--- config.mk ---
export PLATFORM = sky130hd
export DESIGN_NAME = frrc_top
export DESIGN_NICKNAME = d
export VERILOG_FILES = /design/src/design/frrc_pkg.sv /design/src/design/frrc_cfg_if.sv /design/src/design/frrc_delay_conv.sv /design/src/design/frrc_chan_retry.sv /design/src/design/frrc_top.sv
export SDC_FILE = /design/constraint.sdc
export NUM_CORES = 2
export LEC_CHECK = 0
export BUFFER_PORTS_ARGS = -buffer_cell sky130_fd_sc_hd__buf_2
export CAP_MARGIN = 20
export CORE_MARGIN = 2
export CORE_UTILIZATION = 45
export DETAILED_ROUTE_END_ITERATION = 10
export GPL_ROUTABILITY_DRIVEN = 0
export SLEW_MARGIN = 20
export SYNTH_ARGS = -nofsm -noshare
export SYNTH_HDL_FRONTEND = slang
export SYNTH_SLANG_ARGS = --single-unit
--- constraint.sdc ---
create_clock -name clk -period 6.2 [get_ports clk]
set_input_delay 0.31 -clock clk [delete_from_list [all_inputs] [get_ports clk]]
set_output_delay 0.31 -clock clk [all_outputs]
set_load 0.05 [all_outputs]
--- src/design/frrc_pkg.sv ---
package frrc_pkg;

    localparam int unsigned NUM_CHAN = 8;

    // command codes on the register port
    localparam logic [7:0] CMD_OV_MASK = 8'hd2;
    localparam logic [7:0] CMD_UV_MASK = 8'hd3;
    localparam logic [7:0] CMD_RETRY_LIMIT = 8'hf7;
    localparam logic [7:0] CMD_RETRY_INTERVAL = 8'hdb;
    localparam logic [7:0] CMD_RESTART_HOLD = 8'hec;

    // reset values
    localparam logic [7:0] OV_MASK_RST = 8'h00;
    localparam logic [7:0] UV_MASK_RST = 8'h00;
    localparam logic [2:0] RETRY_LIMIT_RST = 3'h0;
    localparam logic [15:0] RETRY_INTERVAL_RST = 16'h0000;
    localparam logic [15:0] RESTART_HOLD_RST = 16'h0000;

    // field layout
    localparam int unsigned RETRY_LIMIT_MSB = 2;
    localparam logic [2:0] RETRY_LIMIT_NONE = 3'h0;
    localparam logic [2:0] RETRY_LIMIT_FOREVER = 3'h7;
    localparam int unsigned L11_EXP_LSB = 11;
    localparam int unsigned L11_MANT_MSB = 10;

    // timing
    localparam int unsigned CLK_HZ = 100_000_000;
    localparam int unsigned SHARED_CLK_HZ = 100_000;
    localparam int unsigned DELAY_UNIT_US = 200;
    localparam int unsigned DELAY_UNITS_PER_MS = 1000 / DELAY_UNIT_US;
    localparam int unsigned EDGES_PER_UNIT = SHARED_CLK_HZ / 1_000_000 * 0
        + (SHARED_CLK_HZ / 1000) * DELAY_UNIT_US / 1000;
    localparam logic [7:0] EDGES_PER_UNIT_C = 8'(EDGES_PER_UNIT);
    localparam int unsigned MAX_DELAY_MS = 13_100;
    localparam logic [15:0] MAX_DELAY_UNITS = 16'(MAX_DELAY_MS * DELAY_UNITS_PER_MS);
    localparam int unsigned QUIET_TIME_S = 6;
    localparam int unsigned QUIET_UNITS = QUIET_TIME_S * 1_000_000 / DELAY_UNIT_US;
    localparam int unsigned MIN_OFF_US = 10;
    localparam int unsigned MIN_OFF_CYC = (MIN_OFF_US * (CLK_HZ / 1_000_000));
    localparam logic [10:0] MIN_OFF_CYC_C = 11'(MIN_OFF_CYC);

endpackage : frrc_pkg

--- src/design/frrc_cfg_if.sv ---
`timescale 1ns/1ps
`default_nettype none
interface frrc_cfg_if;
    logic unit_tick;
    logic [2:0] retry_limit;
    logic [15:0] retry_units;
    logic clear_all;
    modport ctrl (output unit_tick, output retry_limit, output retry_units, output clear_all);
    modport chan (input unit_tick, input retry_limit, input retry_units, input clear_all);
endinterface : frrc_cfg_if
`default_nettype wire

--- src/design/frrc_delay_conv.sv ---
`timescale 1ns/1ps
`default_nettype none
module frrc_delay_conv
    import frrc_pkg::*;
(
    input wire logic [15:0] l11,
    output logic [15:0] units
);
    logic signed [4:0] expo;
    logic signed [10:0] mant;
    logic [13:0] prod;
    logic [47:0] wide;
    logic [4:0] shr;

    always_comb begin
        expo = l11[15:L11_EXP_LSB];
        mant = l11[L11_MANT_MSB:0];
        shr = 5'h00;
        prod = 14'h0000;
        wide = 48'h0;
        if (mant > 0) begin
            prod = 14'(mant[9:0]) * 14'(DELAY_UNITS_PER_MS);
        end
        if (expo >= 0) begin
            wide = {34'h0, prod} << expo[3:0];
        end else begin
            shr = 5'(-expo);
            // add half an lsb before shifting for nearest rounding
            wide = ({34'h0, prod} + ((48'h1 << shr) >> 1)) >> shr;
        end
        if (wide > 48'(MAX_DELAY_UNITS)) begin
            units = MAX_DELAY_UNITS;
        end else begin
            units = wide[15:0];
        end
    end
endmodule : frrc_delay_conv
`default_nettype wire

--- src/design/frrc_chan_retry.sv ---
`timescale 1ns/1ps
`default_nettype none
module frrc_chan_retry
    import frrc_pkg::*;
#(
    parameter int unsigned QUIET_LIMIT = QUIET_UNITS
) (
    input wire logic clk,
    input wire logic rst_b,
    frrc_cfg_if.chan cfg,
    input wire logic faulted_off,
    input wire logic clear_req,
    output logic retry_go_q,
    output logic exhausted_q
);
    typedef enum logic [0:0] {RT_IDLE, RT_WAIT} frrc_rt_state_t;
    frrc_rt_state_t state_q;
    logic [2:0] count_q;
    logic [15:0] wait_q;
    logic [15:0] quiet_q;
    logic quiet_done;
    logic clear;
    logic allowed;

    assign quiet_done = (quiet_q >= 16'(QUIET_LIMIT)) && (state_q == RT_IDLE);
    assign clear = clear_req | cfg.clear_all | quiet_done;
    assign allowed = (cfg.retry_limit == RETRY_LIMIT_FOREVER)
        || ((cfg.retry_limit != RETRY_LIMIT_NONE) && (count_q < cfg.retry_limit));

    always_ff @(posedge clk or negedge rst_b) begin
        if (!rst_b) begin
            quiet_q <= 16'h0000;
        end else if (faulted_off || state_q == RT_WAIT || quiet_done) begin
            quiet_q <= 16'h0000;
        end else if (cfg.unit_tick) begin
            quiet_q <= quiet_q + 16'h0001;
        end
    end

    always_ff @(posedge clk or negedge rst_b) begin
        if (!rst_b) begin
            state_q <= RT_IDLE;
            wait_q <= 16'h0000;
            count_q <= 3'h0;
            retry_go_q <= 1'b0;
        end else begin
            retry_go_q <= 1'b0;
            unique case (state_q)
                RT_IDLE: begin
                    if (faulted_off && allowed) begin
                        state_q <= RT_WAIT;
                        wait_q <= 16'h0000;
                        // an unlimited setting never needs the count
                        if (cfg.retry_limit != RETRY_LIMIT_FOREVER) begin
                            count_q <= count_q + 3'h1;
                        end
                    end else if (clear) begin
                        count_q <= 3'h0;
                    end
                end
                RT_WAIT: begin
                    if (clear_req || cfg.clear_all) begin
                        state_q <= RT_IDLE;
                        count_q <= 3'h0;
                    end else if (wait_q >= cfg.retry_units) begin
                        state_q <= RT_IDLE;
                        retry_go_q <= 1'b1;
                    end else if (cfg.unit_tick) begin
                        wait_q <= wait_q + 16'h0001;
                    end
                end
            endcase
        end
    end

    always_ff @(posedge clk or negedge rst_b) begin
        if (!rst_b) begin
            exhausted_q <= 1'b0;
        end else if (state_q == RT_IDLE && faulted_off && !allowed) begin
            exhausted_q <= 1'b1; // set wins over a same-cycle clear
        end else if (clear) begin
            exhausted_q <= 1'b0;
        end
    end
endmodule : frrc_chan_retry
`default_nettype wire

--- src/design/frrc_top.sv ---
`timescale 1ns/1ps
`default_nettype none
module frrc_top
    import frrc_pkg::*;
#(
    parameter int unsigned QUIET_LIMIT = QUIET_UNITS
) (
    input wire logic clk,
    input wire logic rst_b,
    input wire logic shared_timebase_clock,
    input wire logic wr_en,
    input wire logic [7:0] wr_cmd,
    input wire logic [15:0] wr_data,
    input wire logic [7:0] rd_cmd,
    output logic [15:0] rd_data_q,
    output logic rd_hit_q,
    input wire logic [7:0] ov_fault,
    input wire logic [7:0] uv_fault,
    input wire logic [7:0] faulted_off,
    input wire logic [7:0] control_pin,
    input wire logic [7:0] operation_on,
    output logic vin_en_out_q,
    output logic vin_en_oe_n_q,
    output logic [7:0] retry_go_q,
    output logic [7:0] retry_exhausted_q,
    output logic [7:0] restart_hold_q
);
    frrc_cfg_if cfg ();

    logic [7:0] ov_mask_q;
    logic [7:0] uv_mask_q;
    logic [2:0] retry_limit_q;
    logic [15:0] retry_interval_q;
    logic [15:0] restart_hold_time_q;
    logic clear_all_q;
    logic [15:0] retry_units;
    logic [15:0] restart_units;
    logic [15:0] retry_units_q;
    logic [15:0] restart_units_q;

    // one strobe decode shared by the register writes and the count clear
    function automatic logic wr_hit(input logic en, input logic [7:0] cmd,
            input logic [7:0] code);
        return en && (cmd == code);
    endfunction : wr_hit

    // a level change counts once the last two sync stages agree on it
    function automatic logic settled_edge(input logic [2:0] stages, input logic lvl,
            input logic to_high);
        return (stages[1] == stages[2]) && (stages[2] == to_high) && (lvl != to_high);
    endfunction : settled_edge

    // register writes, one block per register; unknown codes touch nothing
    always_ff @(posedge clk or negedge rst_b) begin
        if (!rst_b) begin
            ov_mask_q <= OV_MASK_RST;
        end else if (wr_hit(wr_en, wr_cmd, CMD_OV_MASK)) begin
            ov_mask_q <= wr_data[7:0];
        end
    end

    always_ff @(posedge clk or negedge rst_b) begin
        if (!rst_b) begin
            uv_mask_q <= UV_MASK_RST;
        end else if (wr_hit(wr_en, wr_cmd, CMD_UV_MASK)) begin
            uv_mask_q <= wr_data[7:0];
        end
    end

    always_ff @(posedge clk or negedge rst_b) begin
        if (!rst_b) begin
            retry_limit_q <= RETRY_LIMIT_RST;
        end else if (wr_hit(wr_en, wr_cmd, CMD_RETRY_LIMIT)) begin
            retry_limit_q <= wr_data[RETRY_LIMIT_MSB:0];
        end
    end

    always_ff @(posedge clk or negedge rst_b) begin
        if (!rst_b) begin
            retry_interval_q <= RETRY_INTERVAL_RST;
        end else if (wr_hit(wr_en, wr_cmd, CMD_RETRY_INTERVAL)) begin
            retry_interval_q <= wr_data;
        end
    end

    always_ff @(posedge clk or negedge rst_b) begin
        if (!rst_b) begin
            restart_hold_time_q <= RESTART_HOLD_RST;
        end else if (wr_hit(wr_en, wr_cmd, CMD_RESTART_HOLD)) begin
            restart_hold_time_q <= wr_data;
        end
    end

    // counts clear one cycle after the limit write lands
    always_ff @(posedge clk or negedge rst_b) begin
        if (!rst_b) begin
            clear_all_q <= 1'b0;
        end else begin
            clear_all_q <= wr_hit(wr_en, wr_cmd, CMD_RETRY_LIMIT);
        end
    end

    // readback returns the stored word, never the converted one
    always_ff @(posedge clk or negedge rst_b) begin
        if (!rst_b) begin
            rd_data_q <= 16'h0000;
            rd_hit_q <= 1'b0;
        end else begin
            rd_hit_q <= 1'b1;
            unique case (rd_cmd)
                CMD_OV_MASK: rd_data_q <= {8'h00, ov_mask_q};
                CMD_UV_MASK: rd_data_q <= {8'h00, uv_mask_q};
                CMD_RETRY_LIMIT: rd_data_q <= {13'h0000, retry_limit_q};
                CMD_RETRY_INTERVAL: rd_data_q <= retry_interval_q;
                CMD_RESTART_HOLD: rd_data_q <= restart_hold_time_q;
                default: begin
                    rd_data_q <= 16'h0000;
                    rd_hit_q <= 1'b0;
                end
            endcase
        end
    end

    // input enable pull-down: open drain, enable low while pulling
    always_ff @(posedge clk or negedge rst_b) begin
        if (!rst_b) begin
            vin_en_out_q <= 1'b0;
            vin_en_oe_n_q <= 1'b1;
        end else begin
            vin_en_out_q <= 1'b0;
            vin_en_oe_n_q <= ~(|((ov_fault & ov_mask_q) | (uv_fault & uv_mask_q)));
        end
    end

    // shared timebase: three-stage sync, level accepted when stages agree
    logic [2:0] tb_sync_q;
    logic tb_lvl_q;
    logic [7:0] tb_edges_q;
    logic unit_tick_q;

    always_ff @(posedge clk or negedge rst_b) begin
        if (!rst_b) begin
            tb_sync_q <= 3'h0;
        end else begin
            tb_sync_q <= {tb_sync_q[1:0], shared_timebase_clock};
        end
    end

    always_ff @(posedge clk or negedge rst_b) begin
        if (!rst_b) begin
            tb_lvl_q <= 1'b0;
        end else if (tb_sync_q[1] == tb_sync_q[2]) begin
            tb_lvl_q <= tb_sync_q[2];
        end
    end

    // the internal oscillator never times these delays; no edges, no ticks
    always_ff @(posedge clk or negedge rst_b) begin
        if (!rst_b) begin
            tb_edges_q <= 8'h00;
            unit_tick_q <= 1'b0;
        end else begin
            unit_tick_q <= 1'b0;
            if (settled_edge(tb_sync_q, tb_lvl_q, 1'b1)) begin
                if (tb_edges_q >= EDGES_PER_UNIT_C - 8'h01) begin
                    tb_edges_q <= 8'h00;
                    unit_tick_q <= 1'b1;
                end else begin
                    tb_edges_q <= tb_edges_q + 8'h01;
                end
            end
        end
    end

    frrc_delay_conv u_retry_conv (
        .l11(retry_interval_q),
        .units(retry_units)
    );

    frrc_delay_conv u_restart_conv (
        .l11(restart_hold_time_q),
        .units(restart_units)
    );

    assign cfg.unit_tick = unit_tick_q;
    assign cfg.retry_limit = retry_limit_q;
    // registered so the variable shifter stays out of eight compare paths
    always_ff @(posedge clk or negedge rst_b) begin
        if (!rst_b) begin
            retry_units_q <= 16'h0000;
        end else begin
            retry_units_q <= retry_units;
        end
    end

    always_ff @(posedge clk or negedge rst_b) begin
        if (!rst_b) begin
            restart_units_q <= 16'h0000;
        end else begin
            restart_units_q <= restart_units;
        end
    end

    assign cfg.retry_units = retry_units_q;
    assign cfg.clear_all = clear_all_q;

    // per-channel control pin handling and retry
    for (genvar ch = 0; ch < NUM_CHAN; ch++) begin : g_chan
        logic [2:0] ctl_sync_q;
        logic ctl_lvl_q;
        logic ctl_rise;
        logic ctl_fall;
        logic op_q;
        logic [10:0] off_cyc_q;
        logic [15:0] off_units_q;

        always_ff @(posedge clk or negedge rst_b) begin
            if (!rst_b) begin
                // start at the on level so leaving reset makes no false rise
                ctl_sync_q <= 3'h7;
            end else begin
                ctl_sync_q <= {ctl_sync_q[1:0], control_pin[ch]};
            end
        end

        assign ctl_rise = settled_edge(ctl_sync_q, ctl_lvl_q, 1'b1);
        assign ctl_fall = settled_edge(ctl_sync_q, ctl_lvl_q, 1'b0);

        always_ff @(posedge clk or negedge rst_b) begin
            if (!rst_b) begin
                ctl_lvl_q <= 1'b1;
                op_q <= 1'b0;
            end else begin
                if (ctl_sync_q[1] == ctl_sync_q[2]) begin
                    ctl_lvl_q <= ctl_sync_q[2];
                end
                op_q <= operation_on[ch];
            end
        end

        // off time, in clock cycles for the short check and in units for the hold
        always_ff @(posedge clk or negedge rst_b) begin
            if (!rst_b) begin
                off_cyc_q <= 11'h000;
                off_units_q <= 16'h0000;
            end else if (ctl_fall) begin
                off_cyc_q <= 11'h000;
                off_units_q <= 16'h0000;
            end else if (!ctl_lvl_q || restart_hold_q[ch]) begin
                if (off_cyc_q < MIN_OFF_CYC_C) begin
                    off_cyc_q <= off_cyc_q + 11'h001;
                end
                if (unit_tick_q && off_units_q != 16'hffff) begin
                    off_units_q <= off_units_q + 16'h0001;
                end
            end
        end

        always_ff @(posedge clk or negedge rst_b) begin
            if (!rst_b) begin
                restart_hold_q[ch] <= 1'b0;
            end else if (ctl_fall) begin
                restart_hold_q[ch] <= 1'b0;
            end else if (ctl_rise) begin
                restart_hold_q[ch] <= (restart_hold_time_q != 16'h0000)
                    && (off_cyc_q >= MIN_OFF_CYC_C)
                    && (off_units_q < restart_units_q);
            end else if (restart_hold_q[ch] && off_units_q >= restart_units_q) begin
                restart_hold_q[ch] <= 1'b0;
            end
        end

        frrc_chan_retry #(
            .QUIET_LIMIT(QUIET_LIMIT)
        ) u_retry (
            .clk(clk),
            .rst_b(rst_b),
            .cfg(cfg.chan),
            .faulted_off(faulted_off[ch]),
            .clear_req(ctl_rise || (operation_on[ch] && !op_q)),
            .retry_go_q(retry_go_q[ch]),
            .exhausted_q(retry_exhausted_q[ch])
        );
    end

endmodule : frrc_top
`default_nettype wire

* Word level (Yosys, flattened, before mapping)
Index checks and enable logic that the tools add are counted.
Widths: inputs -> output; s select.
** Word-level totals
- Flip-flop bits (word level) :: 683
- Output and inout port bits :: 43
- Word-level logic and storage cells :: 883
** Cells by class
- Bitwise operators :: 45
- Order comparisons :: 63
- Shift-type cells :: 6
- $add $sub $neg :: 45
- Reduce and logical (&&, ||, !) cells :: 275
- Multiplexer cells :: 251
- $mul :: 2
- Equality and inequality tests :: 85
** Operator list (count)
- $mux 16 :: 74
- $add 16x1->16 const B :: 24
- $mux 11 :: 24
- $ge 16x16->1 :: 16
- $pmux 16 s2 :: 8
- $ge 16x15->1 const B :: 8
- $lt 16x16->1 :: 8
- $ne 16x16->1 const B :: 8
- $logic_and 1x1->1 :: 119
- $add 14x47->48 :: 2
- $gt 48x16->1 const B :: 2
- $mux 3 :: 32
- $mux 48 :: 2
- $shl 1x5->48 const A :: 2
- $shl 13x4->48 :: 2
- $shr 48x5->48 :: 2
- $mux 1 :: 91
- $add 11x1->11 const B :: 8
- $ge 11x10->1 const B :: 8
- $lt 11x10->1 const B :: 8
- $eq 8x8->1 const B :: 10
- $ne 2x2->1 const B :: 40
- $pmux 16 s5 :: 1
- $reduce_bool 2->1 :: 40
- 29 further kinds :: 233

* Logic depth before layout (Yosys ltp)
- Word-level depth :: 9
- Depth in mapped cells :: 26
- Gate-level depth less buffers :: 20

* Cells and area by module
Synthesis repeated with hierarchy kept, for this count alone.
** Second synthesis, totals
- Cell total of the unflattened synthesis :: 5562
- Area, all modules :: 50673.6 sq um
** Modules (own cells, without submodules)
- frrc_chan_retry :: area each 2735.1 sq um, times used 8, cells each 285, sequential area each 950.9 sq um
- frrc_top :: area each 20414.6 sq um, times used 1, cells each 1996, sequential area each 9525.4 sq um
- frrc_delay_conv :: area each 4189.0 sq um, times used 2, cells each 643, sequential area each 0.0 sq um

* Worst setup path after synthesis
Ideal clock, no wire load.
- Path kind :: reg2reg
- Start :: reg restart_hold_time_q[11]
- End :: reg restart_units_q[4]
- Data required time :: 6067 ps
- Setup slack :: 146 ps
- Stages on the path, launching flop included :: 27
- Library setup time :: 133 ps
- Path buffers :: 7
- Data arrival time :: 5921 ps
- Path through :: dfrtp_1 buf_2 inv_2 clkbuf_1 clkbuf_1 buf_1 ha_1 clkbuf_1 and2_1 ha_1 clkbuf_1 clkbuf_1 nor2_1 and3_1 ha_1 inv_1 fa_1 nor2b_4 o31a_1 o21ai_2 o221ai_2 xor2_1 mux4_2 a211o_1 a32o_1 nand4_2 nand3_1
** On the way
- Word-level cells in the longest chain between the ends :: 7
- Elaborated cells between the ends (all ways) :: 9
- Classes of those cells :: add/sub (2); order compare (2); shift (3); mux (2)
** RTL lines
- from (decl) :: line frrc_top.sv:34 : logic [15:0] restart_hold_time_q;
- from (signal assigned) :: line frrc_top.sv:90 : restart_hold_time_q <= wr_data;
- $neg 5->5 :: line frrc_delay_conv.sv:27 : shr = 5'(-expo);
- $shl 1x5->48 :: line frrc_delay_conv.sv:29 : wide = ({34'h0, prod} + ((48'h1 << shr) >> 1)) >> shr;
- $add 14x47->48 :: line frrc_delay_conv.sv:29
- $shr 48x5->48 :: line frrc_delay_conv.sv:29
- $mux 48 (*) :: line frrc_delay_conv.sv:24 : if (expo >= 0) begin
- $gt 48x16->1 :: line frrc_delay_conv.sv:31 : if (wide > 48'(MAX_DELAY_UNITS)) begin
- $mux 16 (*) :: line frrc_delay_conv.sv:31
- named net restart_units[4] :: line frrc_top.sv:37 : logic [15:0] restart_units;
- to (signal assigned) :: line frrc_top.sv:200 : restart_units_q <= restart_units;
- to (decl) :: line frrc_top.sv:39 : logic [15:0] restart_units_q;
Mark *: on every way through the listed nets, which the timed path passes. The rest lies on a longest branch.
A chain may end at the register's enable or synchronous reset.

* Worst setup path after layout
- Start :: reg restart_hold_time_q[3]
- End :: reg restart_units_q[3]
** On the way
- Word-level cells in the longest chain between the ends :: 7
- Elaborated cells between the ends (all ways) :: 9
- Classes of those cells :: add/sub (1); mul (1); order compare (2); shift (2); mux (3)
** RTL lines
- $mul 10x3->13 or $gt 11x1->1 (tied branches) :: line frrc_delay_conv.sv:22, frrc_delay_conv.sv:21
- $mux 13 (*) :: line frrc_delay_conv.sv:21 : if (mant > 0) begin
- $add 14x47->48 :: line frrc_delay_conv.sv:29
- $shr 48x5->48 :: line frrc_delay_conv.sv:29
- $mux 48 (*) :: line frrc_delay_conv.sv:24
- $gt 48x16->1 :: line frrc_delay_conv.sv:31
- $mux 16 (*) :: line frrc_delay_conv.sv:31
- named net restart_units[3] :: line frrc_top.sv:37
Marked as above.

==> flow_summary.json <==
{
  "status": "finished, final reports clean",
  "vias": 37600,
  "fin_ws_ns": 0.391,
  "dp_hpwl_um": 85000,
  "io_buffers": 117,
  "crit_type": "reg2reg",
  "final_nets": 5648,
  "antenna_found_initial": 3,
  "synthArstFlopShare": 1.00,
  "cpPeakStageDelay_ns": 0.46,
  "ys_types": 108,
  "synth.area.top_cells": "dfrtp_1, ha_1, nor2_1",
  "cellPowerDensity_nw_per_um2": 264,
  "gr-total-overflow": 0,
  "ys_seq_area_frac": 0.375,
  "grt_max_degree": 164,
  "critPathMaxFanout": 9,
  "finalInstanceArea_um2": 51000,
  "power.leakage_uw": 0.0237,
  "worst_pin_slew_ns": 1.09,
  "relSlewSlack": 0.271,
  "areaGrowthSynthToFinish_pct": 11.7,
  "drtAntennaViolNets": 0,
  "critical_path.most_common_cell": "ha_1",
  "worst_hold_slack_ns": 0.0366,
  "grt_pass1_wl_um": 196000,
  "numClockSinks": 683,
  "post-route-min-period_ns": 5.81,
  "cp_num_buf_inv": 1,
  "final_cells": 6574,
  "antenna_cells": 0,
  "syn-cell-area_um2": 45700,
  "cp_cell_sequence": "ha_1, ha_1, inv_1, fa_1, nand2b_1, a21oi_1, o21a_1, xor2_2, and2_1, ha_1, a21oi_2, nor2b_1, a2111oi_2, a21o_1, mux2_2, a31oi_4, a22oi_1, nor4_2, nand4_2, nand3_1",
  "post_cts_buffers": 0,
  "clk-insertion-delay-late_ns": 0.66,
  "startpoint_type": "flip-flop",
  "die-area_um2": 104000,
  "timing_hold_violations_final": 0,
  "path_delay_family": "compound AO/OA/AOI/OAI gates",
  "synth_edf_count": 0,
  "die_h_um": 323,
  "routedWlPerCell_um": 18.5,
  "die_w_um": 323,
  "drt_iter0_markers": 3078,
  "finalWirelength_um": 122000,
  "initial_utilization": 0.455,
  "drive_gt1_frac": 0.0976,
  "dp_slack_ns": 0.366,
  "cpMaxStageDelayCell": "a2111oi_2",
  "ir_drop_mv": 0.196,
  "cts_root_buf": "clkbuf_16",
  "cap_violations": 0,
  "finClkSkew_ns": 0.0271,
  "tritoncts": "done",
  "grt_pass1_vias": 35400,
  "avgSynthCellArea_um2": 9.07,
  "yosysTopAreaCell": "dfrtp_1",
  "post_dp_cell_area_um2": 47700,
  "clkTransAtPathRegs_ns": 0.06,
  "yosysTopAreaCellShare": 0.356,
  "critical_path.endpoint_type": "flip-flop",
  "required_ns": 6.77,
  "arrival_ns": 6.38,
  "final_max_slew_viol_count": 0,
  "yosys_warnings": 0,
  "rsz0062_at_grt": "false",
  "finalCritPeriodShare": 0.937,
  "place_inst": 6385,
  "htree_num_levels": 3,
  "setup_viol": 0,
  "syn_inst": 5035,
  "grt_usage": 0.233,
  "avgViaCountPerCell": 5.72,
  "io_pins": 119,
  "synth-main-ff-cell": "dfrtp_1",
  "tns_ns": 0,
  "numCtsBuffers": 80,
  "hold_path.class": "in2reg",
  "dr.pass1.iters": 5,
  "cts_buffer_depth": 3,
  "rows": 116,
  "ys_ff_latch": 683,
  "coreArea_um2": 100000,
  "max_freq_mhz": 172,
  "drc_errors": 0
}
-- worst min-delay path, stage by stage --
cell and delay, ns:
buf_2 0.13, nand2b_1 0.11, o22ai_1 0.08
-- repair_timing --
item / 4_1_cts / 5_1_grt
hold buffers: 42 / 0
endpoints found under the hold margin: 145 / 0
resized for setup: 0 / 3
endpoints found under the setup margin: 0 / 4
-- per-layer routing --
metal | global-route usage | part of all wire | vias up | routed length [um]
met4 | 0.0676 | 0.028 | 0 | 3460
met2 | 0.355 | 0.44 | 905 | 53100
met1 | 0.342 | 0.49 | 18200 | 59100
met3 | 0.0321 | 0.048 | 211 | 5890
met5 | 0 | 0 | - | 0
li1 | - | - | 18300 | -
-- worst paths after layout --
| path | from | endpoint | slack [ns] | cells after the start |
|---|---|---|---|---|
| setup / recovery | restart_hold_time_q[3] | restart_units_q[3] | 0.39 | 20 |
| hold reg to reg | g_chan[4].ctl_sync_q[0] | g_chan[4].ctl_sync_q[1] | 0.35 | 0 |
| min in group asynchronous | rst_b | g_chan[2].u_retry.wait_q[9] | 0.26 | 2 |
| setup reg to reg | restart_hold_time_q[3] | restart_units_q[3] | 0.39 | 20 |
| hold / removal | faulted_off[6] | g_chan[6].u_retry.exhausted_q | 0.04 | 3 |
| max in group asynchronous | rst_b | restart_hold_time_q[11] | 4.40 | 3 |
-- registers in the layout, indices dropped and copies added (netlist names), 16 cells and up --
signal / cells
g_chan.u_retry.quiet_q: 128
g_chan.u_retry.wait_q: 128
restart_hold_time_q: 16
restart_units_q: 16
g_chan.off_cyc_q: 88
g_chan.ctl_sync_q: 24
cfg.retry_units: 16
retry_interval_q: 16
g_chan.u_retry.count_q: 24
g_chan.off_units_q: 128
rd_data_q: 16
-- placed cells by master (no fill, tap or decap), types with 69 or more instances in the layout --
cell type    n
nand2b_1    86
o21ai_0    210
nand4_1    163
ha_1       416
nor2b_1     73
nor2_1     618
buf_2      116
xnor2_1    147
clkbuf_16   83
a21o_1     110
inv_1      212
xor2_1     188
nand2_1    421
dfrtp_1    647
a21oi_1    260
and3_1      87
nand3_1    179
mux2i_1     69
-- cell usage after synthesis (73+ instances only) --
library cell / count
xor2_1: 189
a21o_1: 110
o21ai_0: 210
ha_1: 416
inv_1: 212
nor2b_1: 73
and3_1: 87
nand3_1: 179
nand2_1: 421
nand4_1: 163
xnor2_1: 147
nor2_1: 620
nand2b_1: 86
a21oi_1: 261
clkbuf_1: 128
dfrtp_1: 650
-- final cells by class --
class                      instances  area, um^2
sequential                       683       17100
clock inverter                    37         546
timing repair buffer             215        1490
tap                             1357        1700
inverter                         216         811
fill                            9396       49400
multi-input combinational       3956       27000
clock buffer                     110        2340
-- kinds of logic (layout without fill, tap and decap cells) --
family          Yosys count  in the layout  synth area share
simple gates           1968           1968             0.211
xor+xnor                336            336            0.0644
fa+ha+maj               420            420             0.116
flops                   683            683             0.375
other cells               1              9         0.0000821
buf+inv                 404            578            0.0355
compound gates         1093           1093             0.164
mux                     130            130            0.0338
-- metrics by stage --
| stage | power [uW] | utilization |
|---|---|---|
| final | 13500 | 0.508 |
| after global routing | 14200 | 0.508 |
| after CTS | 13600 | 0.508 |
| after detailed placement | 8350 | 0.475 |
| after global placement | 8290 | 0.475 |
| after floorplan | 7340 | - |
-- power by group --
| group | internal, uW | switching (uW) |
|---|---|---|
| Combinational | 1190 | 1990 |
| Clock | 3160 | 2010 |
| Sequential | 4780 | 366 |
Power figures use the tool's default switching activity.
